==> src/tmr_pkg.sv <==
// Package for the 8-bit dual compare timer.
// Shared by the timer core; bus is classic Wishbone, 32-bit data.
package tmr_pkg;
   localparam logic [7:0] TMR_BOTTOM      = 8'h00;
   localparam logic [7:0] TMR_MAX         = 8'hFF;
   // Register byte offsets
   localparam logic [7:0] TMR_OFS_CTRL_A  = 8'h00;
   localparam logic [7:0] TMR_OFS_CTRL_B  = 8'h04;
   localparam logic [7:0] TMR_OFS_COUNT   = 8'h08;
   localparam logic [7:0] TMR_OFS_CMP_A   = 8'h0C;
   localparam logic [7:0] TMR_OFS_CMP_B   = 8'h10;
   localparam logic [7:0] TMR_OFS_MASK    = 8'h14;
   localparam logic [7:0] TMR_OFS_FLAG    = 8'h18;
   localparam logic [7:0] TMR_OFS_POWER   = 8'h1C;
   // timer_ctrl_a fields
   localparam int TMR_CA_WGM0 = 0;
   localparam int TMR_CA_WGM1 = 1;
   localparam int TMR_CA_COMB = 4;
   localparam int TMR_CA_COMA = 6;
   // timer_ctrl_b fields
   localparam int TMR_CB_CS   = 0;
   localparam int TMR_CB_WGM2 = 3;
   localparam int TMR_CB_FOCB = 6;
   localparam int TMR_CB_FOCA = 7;
   // Flag and mask bit positions
   localparam int TMR_FL_OVF  = 0;
   localparam int TMR_FL_MA   = 1;
   localparam int TMR_FL_MB   = 2;
   // Waveform modes
   localparam logic [2:0] TMR_WM_NORMAL = 3'h0;
   localparam logic [2:0] TMR_WM_PCPWM  = 3'h1;
   localparam logic [2:0] TMR_WM_CTC    = 3'h2;
   localparam logic [2:0] TMR_WM_FAST   = 3'h3;
   localparam logic [2:0] TMR_WM_PCPWMA = 3'h5;
   localparam logic [2:0] TMR_WM_FASTA  = 3'h7;
   // Clock source select
   localparam logic [2:0] TMR_CS_OFF    = 3'h0;
   localparam logic [2:0] TMR_CS_D1     = 3'h1;
   localparam logic [2:0] TMR_CS_D8     = 3'h2;
   localparam logic [2:0] TMR_CS_D64    = 3'h3;
   localparam logic [2:0] TMR_CS_D256   = 3'h4;
   localparam logic [2:0] TMR_CS_D1024  = 3'h5;
   localparam logic [2:0] TMR_CS_EXTF   = 3'h6;
   localparam logic [2:0] TMR_CS_EXTR   = 3'h7;
   // Output actions
   localparam logic [1:0] TMR_OA_NONE   = 2'h0;
   localparam logic [1:0] TMR_OA_TOGGLE = 2'h1;
   localparam logic [1:0] TMR_OA_CLEAR  = 2'h2;
   localparam logic [1:0] TMR_OA_SET    = 2'h3;
   localparam logic [9:0] TMR_PRE_D8    = 10'h007;
   localparam logic [9:0] TMR_PRE_D64   = 10'h03F;
   localparam logic [9:0] TMR_PRE_D256  = 10'h0FF;
   localparam logic [9:0] TMR_PRE_D1024 = 10'h3FF;
   typedef enum logic [1:0] {
      TMR_DIR_UP   = 2'b01,
      TMR_DIR_DOWN = 2'b10
   } tmr_dir_t;
endpackage : tmr_pkg
==> src/tmr_core.sv <==
// 8-bit timer/counter, two compare units, Wishbone classic slave.
// Assumes a synchronous Wishbone master on clk_i; ext count pin async.
`timescale 1ns/1ps
module tmr_core
   import tmr_pkg::*;
(
   input  wire logic        clk_i,
   input  wire logic        nrst_i,
   input  wire logic        wb_cyc_i,
   input  wire logic        wb_stb_i,
   input  wire logic        wb_we_i,
   input  wire logic [7:0]  wb_adr_i,
   input  wire logic [3:0]  wb_sel_i,
   input  wire logic [31:0] wb_dat_i,
   output logic      [31:0] wb_dat_o,
   output logic             wb_ack_o,
   input  wire logic        ext_count_pin_i,
   input  wire logic        ovf_serviced_i,
   input  wire logic        match_a_serviced_i,
   input  wire logic        match_b_serviced_i,
   output logic             ovf_irq_o,
   output logic             match_a_irq_o,
   output logic             match_b_irq_o,
   output logic             wave_out_a_o,
   output logic             wave_out_b_o
);
   logic [7:0] timer_ctrl_a, next_timer_ctrl_a;
   logic [2:0] clock_source_sel, next_clock_source_sel;
   logic       waveform_mode_bit2, next_waveform_mode_bit2;
   logic [7:0] counter_value, next_counter_value;
   logic [7:0] cmp_act [2], next_cmp_act [2];
   logic [7:0] cmp_buf [2], next_cmp_buf [2];
   logic [2:0] timer_mask_reg, next_timer_mask_reg;
   logic [2:0] timer_flag_reg, next_timer_flag_reg;
   logic       timer_power_off, next_timer_power_off;
   logic [1:0] wave, next_wave;
   logic [1:0] match_pend, next_match_pend;
   logic       block_match, next_block_match;
   tmr_dir_t   dir, next_dir;
   logic [9:0] pre_cnt, next_pre_cnt;
   logic       ack, next_ack;
   logic [31:0] rdata, next_rdata;
   logic       pin_s1, pin_s2, pin_s3;

   logic [2:0] waveform_mode;
   logic       is_pwm, is_pcpwm, top_is_a, at_top, at_bottom;
   logic [7:0] top_val;
   logic       tick, pre_tick;
   logic [1:0] match;
   logic [1:0] oa [2];
   logic       wr, rd;
   logic [7:0] wbyte;
   logic [2:0] flag_set;

   assign waveform_mode = {waveform_mode_bit2,
                           timer_ctrl_a[TMR_CA_WGM1],
                           timer_ctrl_a[TMR_CA_WGM0]};
   assign is_pwm   = waveform_mode[0];
   assign is_pcpwm = (waveform_mode == TMR_WM_PCPWM) ||
                     (waveform_mode == TMR_WM_PCPWMA);
   assign top_is_a = waveform_mode[2] || (waveform_mode == TMR_WM_CTC);
   assign top_val  = top_is_a ? cmp_act[0] : TMR_MAX;
   assign at_top    = (counter_value == top_val);
   assign at_bottom = (counter_value == TMR_BOTTOM);
   assign oa[0] = timer_ctrl_a[TMR_CA_COMA +: 2];
   assign oa[1] = timer_ctrl_a[TMR_CA_COMB +: 2];
   assign wr    = wb_cyc_i && wb_stb_i && wb_we_i && !ack && wb_sel_i[0];
   assign rd    = wb_cyc_i && wb_stb_i && !wb_we_i && !ack;
   assign wbyte = wb_dat_i[7:0];

   // Pin sampled through two flops; edge seen on the third stage
   always_ff @(posedge clk_i or negedge nrst_i) begin
      if (!nrst_i) begin
         pin_s1 <= 1'b0;
         pin_s2 <= 1'b0;
         pin_s3 <= 1'b0;
      end else begin
         pin_s1 <= ext_count_pin_i;
         pin_s2 <= pin_s1;
         pin_s3 <= pin_s2;
      end
   end

   // Prescaler runs only while a source is selected and powered
   always_comb begin
      next_pre_cnt = pre_cnt + 10'h001;
      if (clock_source_sel == TMR_CS_OFF || timer_power_off) begin
         next_pre_cnt = 10'h000;
      end
      case (clock_source_sel)
         TMR_CS_D1:    pre_tick = 1'b1;
         TMR_CS_D8:    pre_tick = (pre_cnt[2:0] == TMR_PRE_D8[2:0]);
         TMR_CS_D64:   pre_tick = (pre_cnt[5:0] == TMR_PRE_D64[5:0]);
         TMR_CS_D256:  pre_tick = (pre_cnt[7:0] == TMR_PRE_D256[7:0]);
         TMR_CS_D1024: pre_tick = (pre_cnt == TMR_PRE_D1024);
         TMR_CS_EXTF:  pre_tick = pin_s3 && !pin_s2;
         TMR_CS_EXTR:  pre_tick = !pin_s3 && pin_s2;
         default:      pre_tick = 1'b0;
      endcase
      tick = pre_tick && !timer_power_off;
   end

   always_ff @(posedge clk_i or negedge nrst_i) begin
      if (!nrst_i) begin
         pre_cnt <= 10'h000;
      end else begin
         pre_cnt <= next_pre_cnt;
      end
   end

   // Compare, counter, flags, outputs and bus
   always_comb begin
      next_timer_ctrl_a       = timer_ctrl_a;
      next_clock_source_sel   = clock_source_sel;
      next_waveform_mode_bit2 = waveform_mode_bit2;
      next_counter_value      = counter_value;
      next_cmp_act            = cmp_act;
      next_cmp_buf            = cmp_buf;
      next_timer_mask_reg     = timer_mask_reg;
      next_timer_flag_reg     = timer_flag_reg;
      next_timer_power_off    = timer_power_off;
      next_wave               = wave;
      next_match_pend         = match_pend;
      next_block_match        = block_match;
      next_dir                = dir;
      next_ack                = rd || (wb_cyc_i && wb_stb_i && !ack);
      next_rdata              = 32'h0000_0000;
      flag_set                = 3'h0;

      for (int u = 0; u < 2; u++) begin
         match[u] = (counter_value == cmp_act[u]) && !block_match;
      end

      if (tick) begin
         next_block_match = 1'b0;
         // Flag lands one tick after equality
         for (int u = 0; u < 2; u++) begin
            if (match_pend[u]) begin
               flag_set[TMR_FL_MA + u] = 1'b1;
            end
            next_match_pend[u] = match[u];
            if (match[u] && oa[u] != TMR_OA_NONE) begin
               if (!is_pwm) begin
                  case (oa[u])
                     TMR_OA_TOGGLE: next_wave[u] = !wave[u];
                     TMR_OA_CLEAR:  next_wave[u] = 1'b0;
                     default:       next_wave[u] = 1'b1;
                  endcase
               end else begin
                  // PWM: action set means inverted output
                  next_wave[u] = (oa[u] == TMR_OA_SET) ^
                                 (is_pcpwm && dir == TMR_DIR_DOWN);
               end
            end
         end
         if (is_pwm && !is_pcpwm && at_top) begin
            for (int u = 0; u < 2; u++) begin
               if (oa[u][1]) begin
                  next_wave[u] = !oa[u][0];
               end
            end
         end
         // Count step
         if (is_pcpwm) begin
            if (dir == TMR_DIR_UP && at_top) begin
               next_dir = TMR_DIR_DOWN;
               next_counter_value = counter_value - 8'h01;
               next_cmp_act = cmp_buf;
            end else if (dir == TMR_DIR_DOWN && at_bottom) begin
               next_dir = TMR_DIR_UP;
               next_counter_value = counter_value + 8'h01;
               flag_set[TMR_FL_OVF] = 1'b1;
            end else if (dir == TMR_DIR_UP) begin
               next_counter_value = counter_value + 8'h01;
            end else begin
               next_counter_value = counter_value - 8'h01;
            end
         end else if (at_top && top_is_a) begin
            next_counter_value = TMR_BOTTOM;
            if (is_pwm) begin
               flag_set[TMR_FL_OVF] = 1'b1;
               next_cmp_act = cmp_buf;
            end
         end else begin
            next_dir = TMR_DIR_UP;
            next_counter_value = counter_value + 8'h01;
            if (counter_value == TMR_MAX) begin
               flag_set[TMR_FL_OVF] = 1'b1;
               if (is_pwm) begin
                  next_cmp_act = cmp_buf;
               end
            end
         end
      end

      if (!is_pwm) begin
         next_cmp_act = cmp_buf;
      end

      // Servicing or writing one clears; a set in the same cycle wins
      if (ovf_serviced_i) begin
         next_timer_flag_reg[TMR_FL_OVF] = 1'b0;
      end
      if (match_a_serviced_i) begin
         next_timer_flag_reg[TMR_FL_MA] = 1'b0;
      end
      if (match_b_serviced_i) begin
         next_timer_flag_reg[TMR_FL_MB] = 1'b0;
      end

      if (wr) begin
         case (wb_adr_i)
            TMR_OFS_CTRL_A: next_timer_ctrl_a = wbyte;
            TMR_OFS_CTRL_B: begin
               next_clock_source_sel   = wbyte[TMR_CB_CS +: 3];
               next_waveform_mode_bit2 = wbyte[TMR_CB_WGM2];
               for (int u = 0; u < 2; u++) begin
                  if (wbyte[TMR_CB_FOCA - u] && !is_pwm &&
                      oa[u] != TMR_OA_NONE) begin
                     case (oa[u])
                        TMR_OA_TOGGLE: next_wave[u] = !wave[u];
                        TMR_OA_CLEAR:  next_wave[u] = 1'b0;
                        default:       next_wave[u] = 1'b1;
                     endcase
                  end
               end
            end
            TMR_OFS_COUNT: begin
               next_counter_value = wbyte;
               next_block_match   = 1'b1;
               next_match_pend    = 2'b00;
            end
            TMR_OFS_CMP_A: next_cmp_buf[0] = wbyte;
            TMR_OFS_CMP_B: next_cmp_buf[1] = wbyte;
            TMR_OFS_MASK:  next_timer_mask_reg = wbyte[2:0];
            TMR_OFS_FLAG: begin
               for (int f = 0; f < 3; f++) begin
                  if (wbyte[f]) begin
                     next_timer_flag_reg[f] = 1'b0;
                  end
               end
            end
            TMR_OFS_POWER: next_timer_power_off = wbyte[0];
            default: ;
         endcase
      end
      // Sets merged last so an event beats any clear
      next_timer_flag_reg = next_timer_flag_reg | flag_set;

      if (rd) begin
         case (wb_adr_i)
            TMR_OFS_CTRL_A: next_rdata[7:0] = timer_ctrl_a;
            TMR_OFS_CTRL_B: next_rdata[7:0] = {4'h0, waveform_mode_bit2,
                                               clock_source_sel};
            TMR_OFS_COUNT:  next_rdata[7:0] = counter_value;
            TMR_OFS_CMP_A:  next_rdata[7:0] = cmp_buf[0];
            TMR_OFS_CMP_B:  next_rdata[7:0] = cmp_buf[1];
            TMR_OFS_MASK:   next_rdata[2:0] = timer_mask_reg;
            TMR_OFS_FLAG:   next_rdata[2:0] = timer_flag_reg;
            TMR_OFS_POWER:  next_rdata[0]   = timer_power_off;
            default:        next_rdata      = 32'h0000_0000;
         endcase
      end
   end

   always_ff @(posedge clk_i or negedge nrst_i) begin
      if (!nrst_i) begin
         timer_ctrl_a       <= 8'h00;
         clock_source_sel   <= TMR_CS_OFF;
         waveform_mode_bit2 <= 1'b0;
         counter_value      <= TMR_BOTTOM;
         cmp_act            <= '{8'h00, 8'h00};
         cmp_buf            <= '{8'h00, 8'h00};
         timer_mask_reg     <= 3'h0;
         timer_flag_reg     <= 3'h0;
         timer_power_off    <= 1'b0;
         wave               <= 2'b00;
         match_pend         <= 2'b00;
         block_match        <= 1'b0;
         dir                <= TMR_DIR_UP;
         ack                <= 1'b0;
         rdata              <= 32'h0000_0000;
      end else begin
         timer_ctrl_a       <= next_timer_ctrl_a;
         clock_source_sel   <= next_clock_source_sel;
         waveform_mode_bit2 <= next_waveform_mode_bit2;
         counter_value      <= next_counter_value;
         cmp_act            <= next_cmp_act;
         cmp_buf            <= next_cmp_buf;
         timer_mask_reg     <= next_timer_mask_reg;
         timer_flag_reg     <= next_timer_flag_reg;
         timer_power_off    <= next_timer_power_off;
         wave               <= next_wave;
         match_pend         <= next_match_pend;
         block_match        <= next_block_match;
         dir                <= next_dir;
         ack                <= next_ack;
         rdata              <= next_rdata;
      end
   end

   assign wb_ack_o = ack;
   assign wb_dat_o = rdata;
   assign ovf_irq_o = timer_flag_reg[TMR_FL_OVF] &&
                      timer_mask_reg[TMR_FL_OVF];
   assign match_a_irq_o = timer_flag_reg[TMR_FL_MA] &&
                          timer_mask_reg[TMR_FL_MA];
   assign match_b_irq_o = timer_flag_reg[TMR_FL_MB] &&
                          timer_mask_reg[TMR_FL_MB];
   assign wave_out_a_o = wave[0];
   assign wave_out_b_o = wave[1];
endmodule : tmr_core

==> config.mk <==
export PLATFORM = sky130hd
export DESIGN_NAME = tmr_core
export DESIGN_NICKNAME = d
export VERILOG_FILES = /design/src/tmr_pkg.sv /design/src/tmr_core.sv
export SDC_FILE = /design/constraint.sdc
export NUM_CORES = 1
export LEC_CHECK = 0
export ABC_CLOCK_PERIOD_IN_PS = 3000
export BUFFER_PORTS_ARGS = -buffer_cell sky130_fd_sc_hd__buf_4
export CORE_UTILIZATION = 55
export DETAILED_ROUTE_END_ITERATION = 10
export GPL_TIMING_DRIVEN = 0
export PLACE_DENSITY = 0.84
export RECOVER_POWER = 50
export SYNTH_ARGS = -nofsm -noshare
export SYNTH_HDL_FRONTEND = slang
export SYNTH_SLANG_ARGS = --single-unit
==> constraint.sdc <==
create_clock -name clk_i -period 3 [get_ports clk_i]
set_clock_uncertainty 0.1 [all_clocks]
set_input_delay 0.3 -clock clk_i [delete_from_list [all_inputs] [get_ports clk_i]]
set_output_delay 0.3 -clock clk_i [all_outputs]
set_load 0.05 [all_outputs]
==> flow_metrics.py, run 1 <==
metrics = {
    "outcome": {
        "outcome": "complete, but fails checks",
        "violations": "capacitance limit, slew limit",
    },
    "floorplan": {
        "rows": 35,
        "die_area_sq_mm": 0.00986,
        "die_w_um": 99.3,
        "die_h_um": 99.3,
        "start_util": 0.566,
        "pin_count": 91,
        "core_area_sq_mm": 0.00920,
    },
    "grt": {
        "first_global_vias": 4323,
        "overflow": 0,
        "grt_max_degree": 89,
        "grt_pass1_wl_mm": 22.0,
        "antenna_found_initial": 0,
        "grtUsageTotal": 0.292,
    },
    "clock_network": {
        "cts_root_buf": "clkbuf_8",
        "clk_pin_slew_ns": 0.10,
        "cts_tree": "done",
        "cts_max_path_buffers": 2,
        "h-tree-depth": 3,
        "clkLatencyLatePin_ns": 0.38,
        "cts_buffers": 9,
        "cts_sinks": 88,
    },
    "layout": {
        "fin_util": 0.665,
        "num-fill-cells": 726,
        "n_antenna_cell": 0,
        "seq_area_sq_mm": 0.00220,
        "nets": 668,
        "largestRegisters": "cmp_act (16), cmp_buf (16), pre_cnt (10)",
        "postLayoutCellArea_sq_mm": 0.00611,
        "drive_gt1_frac": 0.289,
        "multi_input_area_sq_mm": 0.00271,
        "areaGrowthSynthToFinish_pct": 17.4,
    },
    "min_path": {
        "hp-class": "input port to flip-flop",
    },
    "yosys": {
        "syn_area_sq_mm": 0.00521,
        "yosys_register_bits": 88,
        "synth_top_area_frac": 0.418,
        "yosysSeqAreaShare": 0.423,
        "synth_ff_type": "dfrtp_1",
        "syn_area_per_cell_sq_um": 9.98,
        "synth_cells": 522,
        "yosys_warnings": 0,
        "synth_edf_count": 0,
        "async_flop_share": 1.00,
        "synth_area_leaders": "dfrtp_1 (42%), mux2_2 (7.8%), buf_4 (4.2%)",
        "ys_types": 77,
        "synth_area_leader_cell": "dfrtp_1",
    },
    "power_and_ir_drop": {
        "p_leak_nw": 2.75,
        "peakVddDrop_uv": 308,
        "power_density_mw_per_mm2": 363,
        "power_mw": 2.22,
    },
    "timing": {
        "tightest_slew_ns": 2.19,
        "setup_viol": 0,
        "fin_crit_ns": 2.95,
        "fin_crit_sh": 0.983,
        "max_freq_mhz": 339,
        "hold_violations": 0,
        "timing.final.ws_setup_ns": 0.0502,
        "fin_setup_tns_ns": 0,
        "slew_viol_final": 89,
        "maxSlewHeadroom": -0.460,
    },
    "worst_setup_path": {
        "worstPathArrival_ns": 3.11,
        "required_ns": 3.16,
        "path_buf_inv": 2,
        "crit_type": "flip-flop to flip-flop",
        "critPathCaptureType": "flip-flop",
        "path_cells": "buf_2, nor2b_1, a2111oi_4, o2111ai_4, buf_6, or4_4, and3_1, o211ai_1, or3b_1",
        "crit_family": "simple AND/OR/NAND/NOR gates",
        "worstSetupStartpointType": "flip-flop",
        "slowest_stage": "or4_4",
        "critPathMaxFanout": 8,
        "max_stage_delay_ns": 0.55,
    },
    "job": {
        "cap_violations": 1,
    },
    "place": {
        "portBuffers": 38,
        "dp_slack_ns": -0.394,
        "placed_area_sq_mm": 0.00572,
        "place_congestion": 0.957,
        "dpl.hpwl_mm": 9.71,
    },
    "detailed_routing": {
        "routed_wl_mm": 14.0,
        "wl_per_cell_um": 19.3,
        "drt_iter0_markers": 523,
        "drt-vias-per-instance": 6.29,
        "num_vias": 4564,
        "remaining_drc_errors": 0,
        "ant_nets": 0,
        "firstDrtPassIters": 6,
    },
}
-- synth_stat cells, drive strengths merged (8+ instances only) --
master / number
a21oi: 13
inv: 20
clkbuf: 15
dfrtp: 87
o21ai: 19
nand2: 37
and2: 8
buf: 38
mux2: 46
xnor2: 13
nor3: 21
o22ai: 9
a22oi: 12
nand3: 30
nor2: 33
and3: 10
-- where the power goes --
group	switching, mW	internal [mW]
Sequential	0.00512	1.19
Combinational	0.140	0.0634
Clock	0.495	0.325
-- cells by family after synthesis --
| group | share of synthesized area |
|---|---|
| AOI/OAI and AO/OA | 0.158 |
| xor gates and xnor gates | 0.0286 |
| adders and majority gates | 0.0120 |
| buffers and inverters | 0.0795 |
| DFF | 0.423 |
| muxes | 0.114 |
| other | 0.000720 |
| and+or+nand+nor | 0.184 |
-- tightest hold or removal path, cell delays in order --
cell      delay [ns]
buf_4           0.07
nand3b_1        0.08
o21ai_0         0.07
-- layout make-up --
type,count,area share
Timing Repair Buffer,55,0.0719
Multi-Input combinational cell,384,0.443
Inverter,20,0.0129
Clock inverter,7,0.0119
Tap cell,111,0.0227
Buffer,52,0.0571
Clock buffer,9,0.0203
Sequential cell,88,0.361
-- cells in the final DEF, fill, tap and decap left out, types with 14 or more instances in the layout --
master,n
clkbuf_1,15
nor3_1,18
nand2_1,36
o21ai_0,17
buf_4,74
dfrtp_1,86
nand3_1,30
mux2_2,36
inv_1,14
nor2_1,33
conb_1,24
-- through the flow --
stage / cells / hold WS (ns)
6_report: 726 / 0.0910
4_1_cts: 717 / 0.0722
5_1_grt: 726 / 0.0939
2_1_floorplan: 545 / -0.0956
3_5_place_dp: 694 / 0.247
3_3_place_gp: 694 / 0.234
-- layer usage --
layer | up-vias | share of wire | GRT usage
li1 | 2054 | - | -
met1 | 2189 | 0.40 | 0.373
met2 | 262 | 0.48 | 0.480
met3 | 59 | 0.081 | 0.0478
met4 | 0 | 0.041 | 0.153
met5 | - | 0 | 0
-- what timing repair did --
item / CTS / global route
setup buffers: 6 / 9
gates cloned: 0 / 1
pin swaps: 4 / 7
gates resized for setup: 4 / 14
endpoints found under the hold margin: 1 / 0
hold buffers: 1 / 0
endpoints found under the setup margin: 21 / 24
-- final timing paths --
check,endpoint,cells after the start,slack (ns),start
setup reg to reg,counter_value[2]$_DFF_PN0_,9,0.05,counter_value[7]$_DFF_PN0_
max in group asynchronous,counter_value[1]$_DFF_PN0_,1,0.95,nrst_i
min in group asynchronous,dir[1]$_DFFE_PN0P_,1,0.44,nrst_i
hold reg to reg,pin_s2$_DFF_PN0_,0,0.27,pin_s1$_DFF_PN0_
hold / removal,timer_flag_reg[0]$_DFF_PN0_,3,0.09,ovf_serviced_i
setup / recovery,counter_value[2]$_DFF_PN0_,9,0.05,counter_value[7]$_DFF_PN0_
Note: power is estimated with default switching activity, not from simulation.
==> run 2: changes to the inputs <==
- CORE_MARGIN: default -> 8
==> flow_metrics.py, run 2 (synthesized netlist as in run 1, its figures left out) <==
metrics = {
    "power_and_ir_drop": {
        "p_leak_nw": 2.75,
        "p_seq_frac": 0.530,
        "peakVddDrop_uv": 286,
        "power_report.internal_total_mw": 1.65,
        "swShare": 0.270,
        "comb_power_share": 0.091,
        "pwr-share-clk": 0.380,
        "power_density_mw_per_mm2": 371,
        "p_sw_uw": 610,
    },
    "timing": {
        "maxSlewHeadroom": -0.448,
        "fin_setup_tns_ns": 0,
        "fin_crit_sh": 0.987,
        "hold_violations": 0,
        "slew_viol_final": 89,
        "max_freq_mhz": 338,
        "tightest_slew_ns": 2.17,
        "timing.final.ws_setup_ns": 0.0404,
        "setup_viol": 0,
        "fin_crit_ns": 2.96,
    },
    "floorplan": {
        "start_util": 0.566,
        "pin_count": 91,
        "die_w_um": 113,
        "core_area_sq_mm": 0.00920,
        "die_area_sq_mm": 0.0128,
        "die_h_um": 113,
        "rows": 35,
    },
    "layout": {
        "final_common_cell": "dfrtp_1",
        "nets": 667,
        "drive_gt1_frac": 0.293,
        "final_cell_mix": "dfrtp_1 (86), buf_4 (77), nand2_1 (36), mux2_2 (36), nor2_1 (32)",
        "areaGrowthSynthToFinish_pct": 17.1,
        "n_antenna_cell": 0,
        "largestRegisters": "cmp_act (16), cmp_buf (16), pre_cnt (10)",
    },
    "worst_setup_path": {
        "critPathCaptureType": "flip-flop",
        "rrSetupSlack_ns": 0.04,
        "path_cells": "buf_4, clkinvlp_4, o22ai_1, o41a_1, or4_4, nor2b_1, o21ai_4, buf_12, mux2_4",
        "worstPathArrival_ns": 3.11,
        "slowest_stage": "o41a_1",
        "crit_family": "compound AO/OA/AOI/OAI gates",
        "max_stage_delay_ns": 0.49,
        "rr_worst_depth": 9,
        "crit_type": "flip-flop to flip-flop",
        "required_ns": 3.15,
        "path_buf_inv": 3,
        "r2r-start": "counter_value[3]$_DFF_PN0_",
        "r2r-end": "cmp_act[0]$_DFFE_PN0P_",
        "critPathMaxFanout": 10,
        "worstSetupStartpointType": "flip-flop",
    },
    "place": {
        "place_congestion": 0.939,
        "dp_slack_ns": -0.390,
        "portBuffers": 38,
        "dpl.hpwl_mm": 10.5,
    },
    "detailed_routing": {
        "firstDrtPassIters": 6,
        "drt-vias-per-instance": 6.20,
        "wl_met3_mm": 1.13,
        "num_vias": 4493,
        "wl_met1_mm": 5.96,
        "drt_iter0_markers": 339,
        "routed_wl_mm": 15.0,
        "wl_met2_mm": 7.46,
        "ant_nets": 0,
        "remaining_drc_errors": 0,
        "highest_layer": "met4",
        "wl_per_cell_um": 20.7,
    },
    "min_path": {
        "worstHoldStart": "wb_dat_i[4]",
        "hold_depth": 2,
        "hp-class": "input port to flip-flop",
        "min_to": "timer_ctrl_a[4]$_DFFE_PN0P_",
    },
    "clock_network": {
        "h-tree-depth": 3,
        "cts_root_buf": "clkbuf_8",
        "cts_buffers": 9,
        "cts_max_path_buffers": 2,
        "clkLatencyLatePin_ns": 0.37,
        "cts_tree": "done",
        "clk_pin_slew_ns": 0.10,
        "cts_sinks": 88,
    },
    "grt": {
        "first_global_vias": 4497,
        "grt_max_degree": 89,
        "antenna_found_initial": 0,
        "grtUsageTotal": 0.235,
        "grt_pass1_wl_mm": 23.7,
        "overflow": 0,
    },
    "job": {
        "cap_violations": 1,
    },
    "outcome": {
        "violations": "capacitance limit, slew limit",
        "outcome": "complete, but fails checks",
    },
}
-- run 2: worst max-delay path by stage --
| stage | slack, ns | startpoint | cells past startpoint | end |
|---|---|---|---|---|
| floorplan | 0.24 | counter_value[0]$_DFF_PN0_ | 9 | cmp_act[0]$_DFFE_PN0P_ |
| global placement | -0.36 | pre_cnt[0]$_DFF_PN0_ | 9 | cmp_act[5]$_DFFE_PN0P_ |
| detailed placement | -0.39 | pre_cnt[0]$_DFF_PN0_ | 9 | cmp_act[0]$_DFFE_PN0P_ |
| CTS | 0.02 | counter_value[6]$_DFF_PN0_ | 7 | cmp_act[0]$_DFFE_PN0P_ |
| global route | -0.04 | counter_value[7]$_DFF_PN0_ | 9 | counter_value[2]$_DFF_PN0_ |
| finish | 0.04 | counter_value[3]$_DFF_PN0_ | 9 | cmp_act[0]$_DFFE_PN0P_ |
-- run 2: timing repair --
action	in CTS	in global routing
hold buffers	1	0
pin swaps	4	4
buffers inserted	5	10
hold endpoints to repair	1	0
setup endpoints to repair	19	24
gates resized for setup	7	14
-- run 2: power groups by stage --
stage	combinational (mW)	clock [mW]	sequential, mW
2_1_floorplan	0.125	0	1.22
3_3_place_gp	0.197	0	1.22
3_5_place_dp	0.199	0	1.22
4_1_cts	0.202	0.871	1.20
5_1_grt	0.220	0.910	1.20
6_report	0.205	0.858	1.20
-- run 2: stage by stage --
stage | total power [mW] | std cells | instance area, sq um | util | hold WS [ns]
global placement | 1.42 | 694 | 5720 | 0.622 | 0.234
global route | 2.33 | 725 | 6100 | 0.663 | 0.0955
finish | 2.26 | 725 | 6100 | 0.663 | 0.110
CTS | 2.27 | 716 | 5990 | 0.651 | 0.0798
detailed placement | 1.42 | 694 | 5720 | 0.622 | 0.238
floorplan | 1.35 | 545 | 5290 | - | -0.0956
-- run 2: layout make-up --
type / instances / area (sq um)
plain buffers: 52 / 348
clock buffers: 9 / 124
clock inverters: 7 / 78.8
fillers: 726 / 3100
inverters: 20 / 78.8
multi-input cells: 384 / 2720
flip-flops and latches: 88 / 2200
well taps: 111 / 139
repair buffers: 54 / 402
-- run 2: worst register-to-register path: cells and delay by family, from the launching register on --
kind            cells  cell delay (ns)
buf+inv             3             0.52
flops               1             0.37
compound gates      3             0.91
mux                 1             0.30
simple gates        2             0.64
-- run 2: routing by layer --
layer	global-route usage	vias up
li1	-	2041
met1	0.278	2206
met2	0.396	204
met3	0.0575	42
met4	0.102	0
met5	0	-
